### src/design/ofs_params.svh
/*
 * Constants for the output terminal function selector: function codes, widths and timing.
 * Assumes inclusion by its bare name from every file that needs a constant.
 */
`ifndef OFS_PARAMS_SVH
`define OFS_PARAMS_SVH

`define OFS_NUM_TERMS 5
`define OFS_CODE_W 6
`define OFS_VAL_W 16
`define OFS_NUM_CODES 41
`define OFS_LOW_CODES 9

`define OFS_CODE_NONE 6'h00
`define OFS_CODE_LOW_FIRST 6'h01
`define OFS_CODE_LENGTH 6'h0A
`define OFS_CODE_PLC_CYCLE 6'h0B
`define OFS_CODE_RUN_TIME 6'h0C
`define OFS_CODE_FREQ_LIMITED 6'h0D
`define OFS_CODE_TORQUE_LIMITED 6'h0E
`define OFS_CODE_READY 6'h0F
`define OFS_CODE_AI_GREATER 6'h10
`define OFS_CODE_UPPER_REACHED 6'h11
`define OFS_CODE_LOWER_STOP_OFF 6'h12
`define OFS_CODE_UNDERVOLTAGE 6'h13
`define OFS_CODE_COMM 6'h14
`define OFS_CODE_RSVD_A 6'h15
`define OFS_CODE_RSVD_B 6'h16
`define OFS_CODE_ZERO_SPEED_2 6'h17
`define OFS_CODE_POWER_ON_TIME 6'h18
`define OFS_CODE_FREQ_LEVEL_2 6'h19
`define OFS_CODE_FREQ_1_REACHED 6'h1A
`define OFS_CODE_FREQ_2_REACHED 6'h1B
`define OFS_CODE_CURR_1_REACHED 6'h1C
`define OFS_CODE_CURR_2_REACHED 6'h1D
`define OFS_CODE_TIMING 6'h1E
`define OFS_CODE_AI_LIMIT 6'h1F
`define OFS_CODE_LOAD_ZERO 6'h20
`define OFS_CODE_REVERSE 6'h21
`define OFS_CODE_ZERO_CURRENT 6'h22
`define OFS_CODE_MODULE_TEMP 6'h23
`define OFS_CODE_SW_CURR_LIMIT 6'h24
`define OFS_CODE_LOWER_STOP_ON 6'h25
`define OFS_CODE_ALARM 6'h26
`define OFS_CODE_MOTOR_TEMP 6'h27
`define OFS_CODE_CURR_RUN_TIME 6'h28
`define OFS_CODE_MAX 6'h28

`define OFS_VAL_ZERO 16'h0000
`define OFS_PLC_PULSE_MS 250
`define OFS_CLK_KHZ 125000
`define OFS_PULSE_CW 25
`define OFS_PULSE_CNT_ZERO 25'h0000000

`endif

### src/design/ofs_pkg.sv
/*
 * Types shared by the output terminal function selector modules.
 * Assumes the constants header is on the include path.
 */
`default_nettype none
`include "ofs_params.svh"

package ofs_pkg;
    typedef logic [`OFS_CODE_W-1:0] ofs_code_t;
    typedef logic [`OFS_VAL_W-1:0] ofs_val_t;
    typedef logic [`OFS_NUM_TERMS-1:0][`OFS_CODE_W-1:0] ofs_sel_arr_t;
    typedef logic [`OFS_NUM_CODES-1:0] ofs_cond_t;
    typedef enum logic {
        OFS_PULSE_IDLE = 1'b0,
        OFS_PULSE_ACTIVE = 1'b1
    } ofs_pulse_state_t;
endpackage : ofs_pkg

`default_nettype wire

### src/design/ofs_pulse.sv
/*
 * One-shot pulse stretcher: a start strobe produces an active level lasting PULSE_CYCLES clocks.
 * Assumes start is a one-cycle strobe from logic on the same clock.
 */
`timescale 1ns/1ps
`default_nettype none
`include "ofs_params.svh"

module ofs_pulse #(
    parameter int PULSE_CYCLES = `OFS_PLC_PULSE_MS * `OFS_CLK_KHZ
) (
    input wire logic clk,
    input wire logic resetn,
    input wire logic start,
    output logic active
);
    import ofs_pkg::*;

    ofs_pulse_state_t state_ff;
    logic [`OFS_PULSE_CW-1:0] cnt_ff;

    // A new strobe during a pulse restarts the full width.
    always_ff @(posedge clk) begin
        if (!resetn) begin
            state_ff <= OFS_PULSE_IDLE;
            cnt_ff <= `OFS_PULSE_CNT_ZERO;
        end else if (start) begin
            state_ff <= OFS_PULSE_ACTIVE;
            cnt_ff <= `OFS_PULSE_CW'(PULSE_CYCLES - 1);
        end else begin
            case (state_ff)
                OFS_PULSE_IDLE: begin
                    cnt_ff <= `OFS_PULSE_CNT_ZERO;
                end
                OFS_PULSE_ACTIVE: begin
                    if (cnt_ff == `OFS_PULSE_CNT_ZERO) begin
                        state_ff <= OFS_PULSE_IDLE;
                    end else begin
                        cnt_ff <= cnt_ff - `OFS_PULSE_CW'(1);
                    end
                end
                default: begin
                    state_ff <= OFS_PULSE_IDLE;
                end
            endcase
        end
    end

    assign active = (state_ff == OFS_PULSE_ACTIVE);
endmodule // ofs_pulse

`default_nettype wire

### src/design/ofs_sel.sv
/*
 * One output terminal: picks the condition named by its function code and registers it.
 * Assumes the condition vector is registered and indexed by function code.
 */
`timescale 1ns/1ps
`default_nettype none
`include "ofs_params.svh"

module ofs_sel (
    input wire logic clk,
    input wire logic resetn,
    input wire ofs_pkg::ofs_code_t sel,
    input wire ofs_pkg::ofs_cond_t cond,
    output logic term
);
    import ofs_pkg::*;

    logic term_ff;
    logic nxt_term;

    // True for codes that name a defined condition.
    function automatic logic code_defined(input ofs_code_t code);
        code_defined = (code != `OFS_CODE_NONE) && (code <= `OFS_CODE_MAX) &&
                       (code != `OFS_CODE_RSVD_A) && (code != `OFS_CODE_RSVD_B);
    endfunction

    always_comb begin
        nxt_term = 1'b0;
        if (code_defined(sel)) begin
            nxt_term = cond[sel];
        end
    end

    always_ff @(posedge clk) begin
        if (!resetn) begin
            term_ff <= 1'b0;
        end else begin
            term_ff <= nxt_term;
        end
    end

    assign term = term_ff;
endmodule // ofs_sel

`default_nettype wire

### src/design/ofs_top.sv
/*
 * Output terminal function selector for a motor drive: builds every selectable condition
 * for function codes 10 to 40, routes codes 1 to 9 from outside, and drives five terminals.
 * Assumes all status flags and measured values come from drive-core logic on CLK, and
 * that polarity inversion and output delay are applied downstream of TERM_OUT.
 */
//
// Contract
// - Each terminal has its own selector; code 0 keeps it off.
// - Code 10 on when actual length exceeds target length.
// - Code 11 gives one 250 ms pulse per completed PLC cycle; here a cycle ending mid-pulse restarts and extends that pulse instead.
// - Code 12 on when accumulated running time exceeds its threshold.
// - Code 13 on when set frequency beyond a limit and output reached it.
// - Code 14 on in speed control while torque has reached the limit.
// - Code 15 on when circuits stable, no fault, and ready to run.
// - Code 16 on while first analog input exceeds the second.
// - Code 17 on when running frequency reaches upper limit.
// - Codes 18/37 on at lower limit; at stop 18 off, 37 on.
// - Code 19 on while in undervoltage.
// - Code 20 follows the host-written value; codes 21, 22 reserved.
// - Code 23 on when output frequency is zero or drive stopped.
// - Code 24 on when power-on time counter exceeds its threshold.
// - Codes 25-29, 34, 36 route the matching detector flags.
// - Code 30 on when timing enabled and run time reaches timing value.
// - Code 31 on when first analog input leaves its bounds.
// - Code 32 on when detected motor load is zero.
// - Code 33 on while running in reverse.
// - Code 35 on when heatsink temperature reaches module threshold.
// - Code 38 on when a fault is present while still running.
// - Code 39 on when motor temperature reaches overheat threshold.
// - Code 40 on when current run time exceeds its threshold.
`timescale 1ns/1ps
`default_nettype none
`include "ofs_params.svh"

module ofs_top #(
    parameter int PLC_PULSE_CYCLES = `OFS_PLC_PULSE_MS * `OFS_CLK_KHZ
) (
    input wire logic CLK,
    input wire logic RESETN,
    input wire ofs_pkg::ofs_sel_arr_t TERM_SEL,
    input wire logic [`OFS_LOW_CODES-1:0] LOW_FUNC_COND,
    input wire logic [`OFS_NUM_TERMS-1:0] COMM_TERM_VALUE,
    input wire logic RUNNING,
    input wire logic REVERSE_RUNNING,
    input wire logic SPEED_CONTROL_MODE,
    input wire logic FAULT_PRESENT,
    input wire logic MAIN_CIRCUIT_STABLE,
    input wire logic CONTROL_CIRCUIT_STABLE,
    input wire logic DRIVE_READY,
    input wire logic UNDERVOLTAGE,
    input wire logic PLC_CYCLE_DONE,
    input wire logic TIMING_FUNCTION_ENABLE,
    input wire logic SECOND_FREQUENCY_LEVEL_DETECT,
    input wire logic FREQ_1_REACHED,
    input wire logic FREQ_2_REACHED,
    input wire logic CURRENT_1_REACHED,
    input wire logic CURRENT_2_REACHED,
    input wire logic ZERO_CURRENT,
    input wire logic SW_CURRENT_LIMIT,
    input wire ofs_pkg::ofs_val_t ACTUAL_LENGTH,
    input wire ofs_pkg::ofs_val_t TARGET_LENGTH_SETTING,
    input wire ofs_pkg::ofs_val_t ACCUM_RUNNING_TIME,
    input wire ofs_pkg::ofs_val_t RUNNING_TIME_THRESHOLD,
    input wire ofs_pkg::ofs_val_t SET_FREQ,
    input wire ofs_pkg::ofs_val_t OUTPUT_FREQ,
    input wire ofs_pkg::ofs_val_t RUN_FREQ,
    input wire ofs_pkg::ofs_val_t FREQ_UPPER_LIMIT,
    input wire ofs_pkg::ofs_val_t FREQ_LOWER_LIMIT,
    input wire ofs_pkg::ofs_val_t OUTPUT_TORQUE,
    input wire ofs_pkg::ofs_val_t TORQUE_LIMIT,
    input wire ofs_pkg::ofs_val_t ANALOG_INPUT_FIRST,
    input wire ofs_pkg::ofs_val_t ANALOG_INPUT_SECOND,
    input wire ofs_pkg::ofs_val_t ANALOG_FIRST_LOWER_BOUND,
    input wire ofs_pkg::ofs_val_t ANALOG_FIRST_UPPER_BOUND,
    input wire ofs_pkg::ofs_val_t POWER_ON_TIME_COUNTER,
    input wire ofs_pkg::ofs_val_t POWER_ON_TIME_THRESHOLD,
    input wire ofs_pkg::ofs_val_t CURRENT_RUN_TIME,
    input wire ofs_pkg::ofs_val_t TIMING_VALUE,
    input wire ofs_pkg::ofs_val_t CURRENT_RUN_TIME_THRESHOLD,
    input wire ofs_pkg::ofs_val_t MOTOR_LOAD,
    input wire ofs_pkg::ofs_val_t HEATSINK_TEMPERATURE_VALUE,
    input wire ofs_pkg::ofs_val_t MODULE_TEMPERATURE_THRESHOLD,
    input wire ofs_pkg::ofs_val_t MOTOR_TEMPERATURE_MONITOR,
    input wire ofs_pkg::ofs_val_t MOTOR_OVERHEAT_THRESHOLD,
    output logic [`OFS_NUM_TERMS-1:0] TERM_OUT
);
    import ofs_pkg::*;

    ofs_cond_t cond_ff;
    ofs_cond_t nxt_cond;
    logic [`OFS_NUM_TERMS-1:0] comm_ff;
    logic plc_pulse;
    logic freq_at_lower;
    logic freq_limited;

    // The PLC strobe is stretched to a retriggerable pulse shared by all terminals.
    ofs_pulse #(
        .PULSE_CYCLES(PLC_PULSE_CYCLES)
    ) u_plc_pulse (
        .clk(CLK),
        .resetn(RESETN),
        .start(PLC_CYCLE_DONE),
        .active(plc_pulse)
    );

    // The host value is held per terminal and sampled alongside the conditions.
    always_ff @(posedge CLK) begin
        if (!RESETN) begin
            comm_ff <= '0;
        end else begin
            comm_ff <= COMM_TERM_VALUE;
        end
    end

    assign freq_at_lower = (RUN_FREQ <= FREQ_LOWER_LIMIT);

    // A limit only counts as limiting when the request lies beyond it.
    assign freq_limited =
        ((SET_FREQ > FREQ_UPPER_LIMIT) && (OUTPUT_FREQ >= FREQ_UPPER_LIMIT)) ||
        ((SET_FREQ < FREQ_LOWER_LIMIT) && (OUTPUT_FREQ <= FREQ_LOWER_LIMIT));

    always_comb begin
        nxt_cond = '0;
        nxt_cond[`OFS_CODE_NONE] = 1'b0;
        nxt_cond[`OFS_CODE_LOW_FIRST +: `OFS_LOW_CODES] = LOW_FUNC_COND;
        nxt_cond[`OFS_CODE_LENGTH] = (ACTUAL_LENGTH > TARGET_LENGTH_SETTING);
        nxt_cond[`OFS_CODE_PLC_CYCLE] = plc_pulse;
        nxt_cond[`OFS_CODE_RUN_TIME] = (ACCUM_RUNNING_TIME > RUNNING_TIME_THRESHOLD);
        nxt_cond[`OFS_CODE_FREQ_LIMITED] = freq_limited;
        nxt_cond[`OFS_CODE_TORQUE_LIMITED] =
            SPEED_CONTROL_MODE && (OUTPUT_TORQUE >= TORQUE_LIMIT);
        nxt_cond[`OFS_CODE_READY] = MAIN_CIRCUIT_STABLE && CONTROL_CIRCUIT_STABLE &&
                                    !FAULT_PRESENT && DRIVE_READY;
        nxt_cond[`OFS_CODE_AI_GREATER] = (ANALOG_INPUT_FIRST > ANALOG_INPUT_SECOND);
        nxt_cond[`OFS_CODE_UPPER_REACHED] = (RUN_FREQ >= FREQ_UPPER_LIMIT);
        nxt_cond[`OFS_CODE_LOWER_STOP_OFF] = RUNNING && freq_at_lower;
        nxt_cond[`OFS_CODE_LOWER_STOP_ON] = !RUNNING || freq_at_lower;
        nxt_cond[`OFS_CODE_UNDERVOLTAGE] = UNDERVOLTAGE;
        nxt_cond[`OFS_CODE_RSVD_A] = 1'b0;
        nxt_cond[`OFS_CODE_RSVD_B] = 1'b0;
        nxt_cond[`OFS_CODE_ZERO_SPEED_2] = (OUTPUT_FREQ == `OFS_VAL_ZERO) || !RUNNING;
        nxt_cond[`OFS_CODE_POWER_ON_TIME] =
            (POWER_ON_TIME_COUNTER > POWER_ON_TIME_THRESHOLD);
        nxt_cond[`OFS_CODE_FREQ_LEVEL_2] = SECOND_FREQUENCY_LEVEL_DETECT;
        nxt_cond[`OFS_CODE_FREQ_1_REACHED] = FREQ_1_REACHED;
        nxt_cond[`OFS_CODE_FREQ_2_REACHED] = FREQ_2_REACHED;
        nxt_cond[`OFS_CODE_CURR_1_REACHED] = CURRENT_1_REACHED;
        nxt_cond[`OFS_CODE_CURR_2_REACHED] = CURRENT_2_REACHED;
        nxt_cond[`OFS_CODE_ZERO_CURRENT] = ZERO_CURRENT;
        nxt_cond[`OFS_CODE_SW_CURR_LIMIT] = SW_CURRENT_LIMIT;
        nxt_cond[`OFS_CODE_TIMING] =
            TIMING_FUNCTION_ENABLE && (CURRENT_RUN_TIME >= TIMING_VALUE);
        nxt_cond[`OFS_CODE_AI_LIMIT] = (ANALOG_INPUT_FIRST > ANALOG_FIRST_UPPER_BOUND) ||
                                       (ANALOG_INPUT_FIRST < ANALOG_FIRST_LOWER_BOUND);
        nxt_cond[`OFS_CODE_LOAD_ZERO] = (MOTOR_LOAD == `OFS_VAL_ZERO);
        nxt_cond[`OFS_CODE_REVERSE] = RUNNING && REVERSE_RUNNING;
        nxt_cond[`OFS_CODE_MODULE_TEMP] =
            (HEATSINK_TEMPERATURE_VALUE >= MODULE_TEMPERATURE_THRESHOLD);
        nxt_cond[`OFS_CODE_ALARM] = FAULT_PRESENT && RUNNING;
        nxt_cond[`OFS_CODE_MOTOR_TEMP] =
            (MOTOR_TEMPERATURE_MONITOR >= MOTOR_OVERHEAT_THRESHOLD);
        nxt_cond[`OFS_CODE_CURR_RUN_TIME] =
            (CURRENT_RUN_TIME > CURRENT_RUN_TIME_THRESHOLD);
    end

    always_ff @(posedge CLK) begin
        if (!RESETN) begin
            cond_ff <= '0;
        end else begin
            cond_ff <= nxt_cond;
        end
    end

    // Each terminal sees the common conditions, with its own host value patched in.
    genvar gi;
    generate
        for (gi = 0; gi < `OFS_NUM_TERMS; gi++) begin : g_term
            ofs_cond_t term_cond;

            always_comb begin
                term_cond = cond_ff;
                term_cond[`OFS_CODE_COMM] = comm_ff[gi];
            end

            ofs_sel u_sel (
                .clk(CLK),
                .resetn(RESETN),
                .sel(TERM_SEL[gi]),
                .cond(term_cond),
                .term(TERM_OUT[gi])
            );
        end
    endgenerate
endmodule // ofs_top

`default_nettype wire

### config.mk
export PLATFORM = sky130hd
export DESIGN_NAME = ofs_top
export DESIGN_NICKNAME = d
export VERILOG_FILES = /design/src/design/ofs_pkg.sv /design/src/design/ofs_pulse.sv /design/src/design/ofs_sel.sv /design/src/design/ofs_top.sv
export VERILOG_INCLUDE_DIRS = /design/src /design/src/design
export SDC_FILE = /design/constraint.sdc
export NUM_CORES = 1
export LEC_CHECK = 0
export ABC_CLOCK_PERIOD_IN_PS = 2700
export BUFFER_PORTS_ARGS = -buffer_cell sky130_fd_sc_hd__buf_2
export CORE_AREA = 2 2 180 182
export CTS_CLUSTER_SIZE = 14
export DETAILED_ROUTE_END_ITERATION = 8
export DIE_AREA = 0 0 182 184
export HOLD_SLACK_MARGIN = 0.05
export PLACE_DENSITY = 0.62
export SLEW_MARGIN = 30
export SYNTH_ARGS = -nofsm -noshare
export SYNTH_HDL_FRONTEND = slang
export SYNTH_SLANG_ARGS = --single-unit
### constraint.sdc
create_clock -name CLK -period 2.7 [get_ports CLK]
set_clock_uncertainty 0.1 [all_clocks]
set_input_delay 0.27 -clock CLK [delete_from_list [all_inputs] [get_ports CLK]]
set_output_delay 0.27 -clock CLK [all_outputs]
set_load 0.05 [all_outputs]
==> run summary, run 1 <==
Core Rows = 65
dpl ws = 0.240 ns
Max IR drop VDD = 0.232 mV
Die W = 182 um
largest family of logic cells by synthesized area = adder cells
Reg-to-Reg Start = u_plc_pulse.cnt_ff[0]
Core Region = 31400 um^2
drt first pass iters = 5
worst-path fanout max = 8
routability cong. = 0.912
Crit. Startpoint = u_plc_pulse.cnt_ff[0]
PortBufs = 467
CTS Buf Count = 9
share of layout cells above drive strength 1 = 30.4%
Compound-Gate Fraction of Synth Area = 17.9%
synthesis warning total = 0
Slew Limit Fails = 0
Clock transition at path regs = 0.06 ns
Setup TNS Final = 0 ns
CTS tree = yes
die span in y = 184 um
WHS = 0.0556 ns
Ports = 468
GR Overflow Total = 0
Setup Crit Path Kind = reg -> reg
synthesized area per cell = 8.33 um^2
Clock Tree Buf Depth = 2
post-synthesis mux area share = 10.5%
full die area = 33500 um^2
post-CTS sizing = 0
RSZ-0062 raised after global routing = false
commonest cells after routing, fill and taps aside = buf_2 (467), ha_1 (271), inv_1 (220)
number of enable flip-flop cells after synthesis = 0
Slew @ Worst Pin = 0.614 ns
# nets final = 2517
commonest non-fill, non-tap cell in the layout = buf_2
HPWL Detailed = 33.0 mm
WL/cell = 17.0 um
total clock sinks = 73
number of global-route vias before repair = 11685
power density cells = 302 nW/um^2
Setup-failing EPs final = 0
Max Cap Viol = 0
largest net degree at the start of global routing = 24
Residual DRC = 0
status = finished, final reports clean
post-synthesis register bit count = 73
leakage power = 7.67 nW
clk root buf = clkbuf_16
simple-gate share of the synthesized area = 16.5%
Area Overhead vs Synth = 29.7%
first-pass GRT wire length = 59.1 mm
fill count = 3123
Clk Latency, worst-skew pair = 0.35 ns
area share of fa/ha/maj cells after synthesis = 31.0%
register area share after synthesis = 13.3%
Total Wirelength = 37.4 mm
Slew headroom = 58.0%
synthesized instance count = 1315
GRT Total Usage = 22.1%
Fin. Hold Viols = 0
min-delay src = COMM_TERM_VALUE[0]
path type of the worst min-delay path = in -> reg
drt via density = 5.16
Critical Path AT = 2.61 ns
post-layout util = 45.2%
final worst-path setup slack = 0.228 ns
starting DRC count in detailed routing = 586
Synth cell types = 67
Worst Setup Start Kind = register
crit path time final = 2.47 ns
critical path endpoint category = register
most common flop cell mapped by yosys = dfxtp_1
Starting Density = 34.9%
antenna-violating nets left = 0
Vias = 11339
CP required = 2.84 ns
initial antenna violation count = 7
async set-reset flop share out of synthesis = 0%
Cell Area, Synth = 11000 um^2
period utilization = 91.6%
syn nets = 2049
H-tree Lvls = 3
XOR/XNOR share of the synthesized area = 1.52%
fmax = 0.405 GHz
==> per-layer routing <==
| layer | part of all wire (%) | up-vias | track usage, % |
|---|---|---|---|
| met2 | 50 | 396 | 40.9 |
| met3 | 5.6 | 46 | 3.33 |
| met1 | 42 | 5141 | 26.2 |
| li1 | - | 5754 | - |
| met4 | 2.1 | 2 | 6.65 |
| met5 | 0.035 | - | 0 |
==> cells in the mapped netlist, types with 6 or more instances <==
cell type	n	area [um^2]
o21ai_0	39	195
clkbuf_1	16	60.1
and3_1	15	93.8
and2_1	22	138
nand2_1	45	169
inv_1	220	826
a31oi_1	13	81.3
mux4_2	45	1010
o21ai_1	33	165
nor3_1	21	105
dfxtp_1	73	1460
a21o_1	33	248
a211o_1	8	70.1
nand3_1	29	145
mux2i_1	13	130
a2111oi_0	6	52.6
a21oi_1	102	510
nor4_1	24	150
nand4_1	44	275
nor2_1	56	210
o21a_1	9	67.6
nand2b_1	14	87.6
buf_2	11	55.1
a211oi_1	11	82.6
ha_1	271	3390
xnor2_1	14	123
o211ai_1	8	60.1
o31a_1	13	114
nor2b_1	28	175
==> timing repair <==
| action | in CTS | in global routing |
|---|---|---|
| setup endpoints to repair | 0 | 0 |
| buffers inserted | 0 | 0 |
| hold buffers | 21 | 0 |
| hold endpoints to repair | 20 | 0 |
==> power by group <==
| part | leakage [nW] | switching [W] | internal (W) |
|---|---|---|---|
| Sequential | 0.604 | 0.0000831 | 0.00114 |
| Combinational | 6.91 | 0.000873 | 0.000883 |
| Clock | 0.153 | 0.000494 | 0.000812 |
| Total | 7.67 | 0.00145 | 0.00284 |
==> stage by stage <==
step / cell area (um^2) / std cells / total power, W
floorplan: 11000 / 1315 / 0.00226
global placement: 13700 / 2153 / 0.00293
detailed placement: 13700 / 2153 / 0.00297
CTS: 14200 / 2190 / 0.00432
global route: 14200 / 2194 / 0.00462
finish: 14200 / 2197 / 0.00429
==> critical path, stage by stage, from the launching register on <==
cell and delay [ns]:
dfxtp_1 0.33, inv_1 0.11, ha_1 0.22, nor3b_1 0.44, nand4b_4 0.24, or4_4 0.60
nand2_4 0.12, nor2_1 0.05, o21a_1 0.17
==> final cells by class <==
cell class                 instances  area (um^2)  area share (%)
multi-input combinational        986         8480            59.7
inverter                         220          826            5.81
tap                              402          503            3.54
timing repair buffer             493         2600            18.3
clock inverter                     6         90.1           0.634
antenna                            7         17.5           0.123
sequential                        73         1460            10.3
clock buffer                      10          229            1.61
==> sequential cells by signal (all words and copies together) (netlist names) <==
| name | count |
|---|---|
| comm_ff | 5 |
| g_term.u_sel.term | 5 |
| u_plc_pulse.active | 1 |
| u_plc_pulse.cnt_ff | 25 |
| cond_ff | 37 |
==> cell families after synthesis <==
group,after synthesis
adders and majority gates,271
xor gates and xnor gates,19
DFF,73
buffers and inverters,256
AOI/OAI and AO/OA,311
muxes,59
and+or+nand+nor,326
==> final timing paths <==
path                                 end  depth (start not counted)  slack, ns
setup / recovery   u_plc_pulse.cnt_ff[6]                          8       0.23
hold / removal                comm_ff[0]                          2       0.06
setup reg to reg   u_plc_pulse.cnt_ff[6]                          8       0.23
hold reg to reg   u_plc_pulse.cnt_ff[13]                          2       0.39
No activity file was read; power rests on OpenSTA's default activity.
==> run 2: changes to the inputs <==
--- a/config.mk
+++ b/config.mk
@@ -6,12 +6,13 @@
 export SDC_FILE = /design/constraint.sdc
 export NUM_CORES = 1
 export LEC_CHECK = 0
+export ABC_AREA = 1
 export ABC_CLOCK_PERIOD_IN_PS = 2700
 export BUFFER_PORTS_ARGS = -buffer_cell sky130_fd_sc_hd__buf_2
-export CORE_AREA = 2 2 180 182
+export CORE_AREA = 2 2 184 186
 export CTS_CLUSTER_SIZE = 14
 export DETAILED_ROUTE_END_ITERATION = 8
-export DIE_AREA = 0 0 182 184
+export DIE_AREA = 0 0 186 188
 export HOLD_SLACK_MARGIN = 0.05
 export PLACE_DENSITY = 0.62
 export SLEW_MARGIN = 30
==> run 2 against run 1 <==
Global-route usage is 1.4 points higher. Die area is 4.4% higher. Count of clock-buffer cells in the layout is 1 higher. Area after synthesis is 5.9% higher. Design area is 5.7% higher. Maximum frequency is 23% higher. Combinational power is 5% higher. Total power is 1.2% lower. Clock power is 11% lower. Setup slack better by 0.46 ns.
==> run summary, run 2 <==
die span in y = 188 um (+2.2%)
number of global-route vias before repair = 13568 (+16%)
Vias = 13603 (+20%)
top cells by area, synth = ha_1 (29%), dfxtp_1 (13%), nand2_1 (13%)
register area share after synthesis = 12.6% (-0.74 points)
Fin. Hold Viols = 0 (unchanged)
sequential power share = 28.8% (+0.2 points)
starting DRC count in detailed routing = 741 (+26%)
Slew headroom = 50.2% (-7.9 points)
Cell Area, Synth = 11600 um^2 (+5.9%)
Compound-Gate Fraction of Synth Area = 14.5% (-3.4 points)
initial antenna violation count = 15 (+8)
crit path time final = 2.02 ns (-0.456 ns)
post-synthesis register bit count = 73 (unchanged)
Max stage delay on crit path = 0.53 ns (-0.07 ns)
synthesis warning total = 0 (unchanged)
critical path endpoint category = register
Combinational Power Share = 43.5% (+2.5 points)
GR Overflow Total = 0 (unchanged)
drt first pass iters = 5 (unchanged)
async set-reset flop share out of synthesis = 0% (unchanged)
PortBufs = 467 (unchanged)
worst-path fanout max = 11 (+3)
fmax = 0.496 GHz (+23%)
full die area = 35000 um^2 (+4.4%)
drt via density = 4.82 (-6.5%)
RSZ-0062 raised after global routing = false
Ports = 468 (unchanged)
Buf/Inv on CP = 2 (+1)
path type of the worst min-delay path = in -> reg
commonest cells after routing, fill and taps aside = buf_2 (467), nand2_1 (389), inv_1 (370)
H-tree Lvls = 3 (unchanged)
# nets final = 3089 (+23%)
Clock power frac = 27.7% (-2.8 points)
most common cell in the netlist = nand2_1
simple-gate share of the synthesized area = 29.7% (+13 points)
r2r setup slk = 0.68 ns (+0.46 ns)
Max Cap Viol = 0 (unchanged)
R2R depth = 11 (+3)
Residual DRC = 0 (unchanged)
Sw Pwr = 0.00159 W (+9.6%)
post-synthesis mux area share = 0% (-11 points)
switching power share of the total = 37.5% (+3.7 points)
most common flop cell mapped by yosys = dfxtp_1
Synth cell types = 43 (-36%)
crit path max-delay cell type = nor2_2
Die W = 186 um (+2.2%)
synthesized instance count = 1865 (+42%)
Largest Register = cond_ff
Core Region = 33100 um^2 (+5.5%)
largest net degree at the start of global routing = 41 (+71%)
number of enable flip-flop cells after synthesis = 0 (unchanged)
routability cong. = 0.947 (+3.8%)
hold path endpoint = cond_ff[15]
commonest non-fill, non-tap cell in the layout = buf_2
Hold Buf Count CTS = 28 (+33%)
Int Power = 0.00265 W (-6.7%)
Synth top cells by count = nand2_1 (389), inv_1 (370), ha_1 (271), a21oi_1 (207), nor2_1 (202)
Reg-to-Reg Start = u_plc_pulse.cnt_ff[0]
post-CTS sizing = 0 (unchanged)
Post-DP Area = 14400 um^2 (+5.6%)
Setup TNS Final = 0 ns (unchanged)
Clock Tree Buf Depth = 2 (unchanged)
Yosys top cell area share = 29.2% (-1.7 points)
most used cell, CP = nor2_1
Critical Path AT = 2.20 ns (-0.41 ns)
first-pass GRT wire length = 65.2 mm (+10%)
synthesized area per cell = 6.22 um^2 (-25%)
post-layout util = 45.3% (+0.075 points)
status = finished, final reports clean
area share of fa/ha/maj cells after synthesis = 29.2% (-1.7 points)
largest family of logic cells by synthesized area = simple AND/OR/NAND/NOR gates
Hold Path Cell Cnt = 3 (+1)
leakage power = 8.86 nW (+16%)
Worst Setup Start Kind = register
min-delay src = CONTROL_CIRCUIT_STABLE
share of layout cells above drive strength 1 = 22.6% (-7.9 points)
setup repair bufs after CTS = 0 (unchanged)
top flop regs = cond_ff x37, u_plc_pulse.cnt_ff x25
post-synth top area cell = ha_1
HPWL Detailed = 36.3 mm (+9.8%)
Setup Crit Path Kind = reg -> reg
Slew Limit Fails = 0 (unchanged)
Levels on crit path = 11 (+3)
WL/cell = 14.8 um (-13%)
total clock sinks = 73 (unchanged)
Setup-failing EPs final = 0 (unchanged)
XOR/XNOR share of the synthesized area = 0.755% (-0.76 points)
Max IR drop VDD = 0.197 mV (-15%)
Clk Latency, worst-skew pair = 0.35 ns (about the same)
CP required = 2.88 ns (+0.04 ns)
power density cells = 282 nW/um^2 (-6.5%)
Slew @ Worst Pin = 0.742 ns (+0.128 ns)
clk root buf = clkbuf_16
period utilization = 74.7% (-17 points)
antenna-violating nets left = 0 (unchanged)
GRT Total Usage = 23.5% (+1.4 points)
critical path's top delay family = simple AND/OR/NAND/NOR gates
worst reg2reg endpoint = u_plc_pulse.cnt_ff[14]
Total Wirelength = 41.8 mm (+12%)
CP cell instances = inv_1 -> ha_1 -> nand2_2 -> nor2_4 -> nand3_2 -> nor2_2 -> nor2_2 -> inv_2 -> nor2_1 -> nor2_1 -> nor2_1
CTS Buf Count = 9 (unchanged)
Core Rows = 67 (+3.1%)
max reg flops = 37 (unchanged)
Area Overhead vs Synth = 29.4%
syn nets = 2599 (+27%)
Starting Density = 35.0% (+0.14 points)
final instance area = 15000 um^2 (+5.7%)
CTS tree = yes
Clock transition at path regs = 0.06 ns (about the same)
run 2: worst max path at each step:
stage,startpoint,to,slack (ns)
finish,u_plc_pulse.cnt_ff[0],u_plc_pulse.cnt_ff[14],0.68
global route,u_plc_pulse.cnt_ff[0],u_plc_pulse.cnt_ff[6],0.44
CTS,u_plc_pulse.cnt_ff[0],u_plc_pulse.cnt_ff[14],0.66
detailed placement,u_plc_pulse.cnt_ff[0],u_plc_pulse.cnt_ff[14],0.69
global placement,u_plc_pulse.cnt_ff[0],u_plc_pulse.cnt_ff[14],0.68
floorplan,u_plc_pulse.cnt_ff[0],u_plc_pulse.cnt_ff[23],1.09
run 2: metrics by stage:
step,std cells,hold WS (ns),power (W),setup slack [ns]
after global routing,2820,0.0956,0.00460,0.435
after detailed placement,2764,0.357,0.00304,0.685
after floorplan,1865,0.246,0.00230,1.09
final,2820,0.0883,0.00424,0.684
after CTS,2806,0.0834,0.00427,0.663
after global placement,2764,0.354,0.00301,0.683
run 2: layer usage:
metal	vias up	part of all wire, %	global-route usage [%]
li1	7071	-	-
met1	5924	39	26.0
met2	512	50	43.8
met3	94	6.7	3.38
met4	2	3.8	10.4
met5	-	0.022	0
run 2: final cells by class:
cell class | count | area [um^2]
sequential | 73 | 1460
timing repair buffer | 498 | 2640
inverter | 382 | 1430
fill | 3566 | 18100
antenna | 14 | 35.0
clock buffer | 11 | 233
multi-input combinational | 1391 | 8600
clock inverter | 3 | 43.8
tap | 448 | 561
run 2: tightest hold or removal path, delay by kind of cell:
kind / cells / cell delay (ns)
buffers and inverters: 1 / 0.10
and+or+nand+nor: 2 / 0.12
run 2: power by group through the flow:
stage / clock network (W) / registers (W) / logic [W]
finish: 0.00117 / 0.00122 / 0.00184
global route: 0.00124 / 0.00122 / 0.00213
detailed placement: 0 / 0.00124 / 0.00180
global placement: 0 / 0.00124 / 0.00176
floorplan: 0 / 0.00120 / 0.00109
CTS: 0.00120 / 0.00122 / 0.00185
run 2: logic make-up (layout without fill, tap and decap cells):
group	Yosys count	after routing
compound gates	316	316
xor+xnor	10	10
fa+ha+maj	271	271
buf+inv	401	894
flops	73	73
other cells	0	14
simple gates	794	794
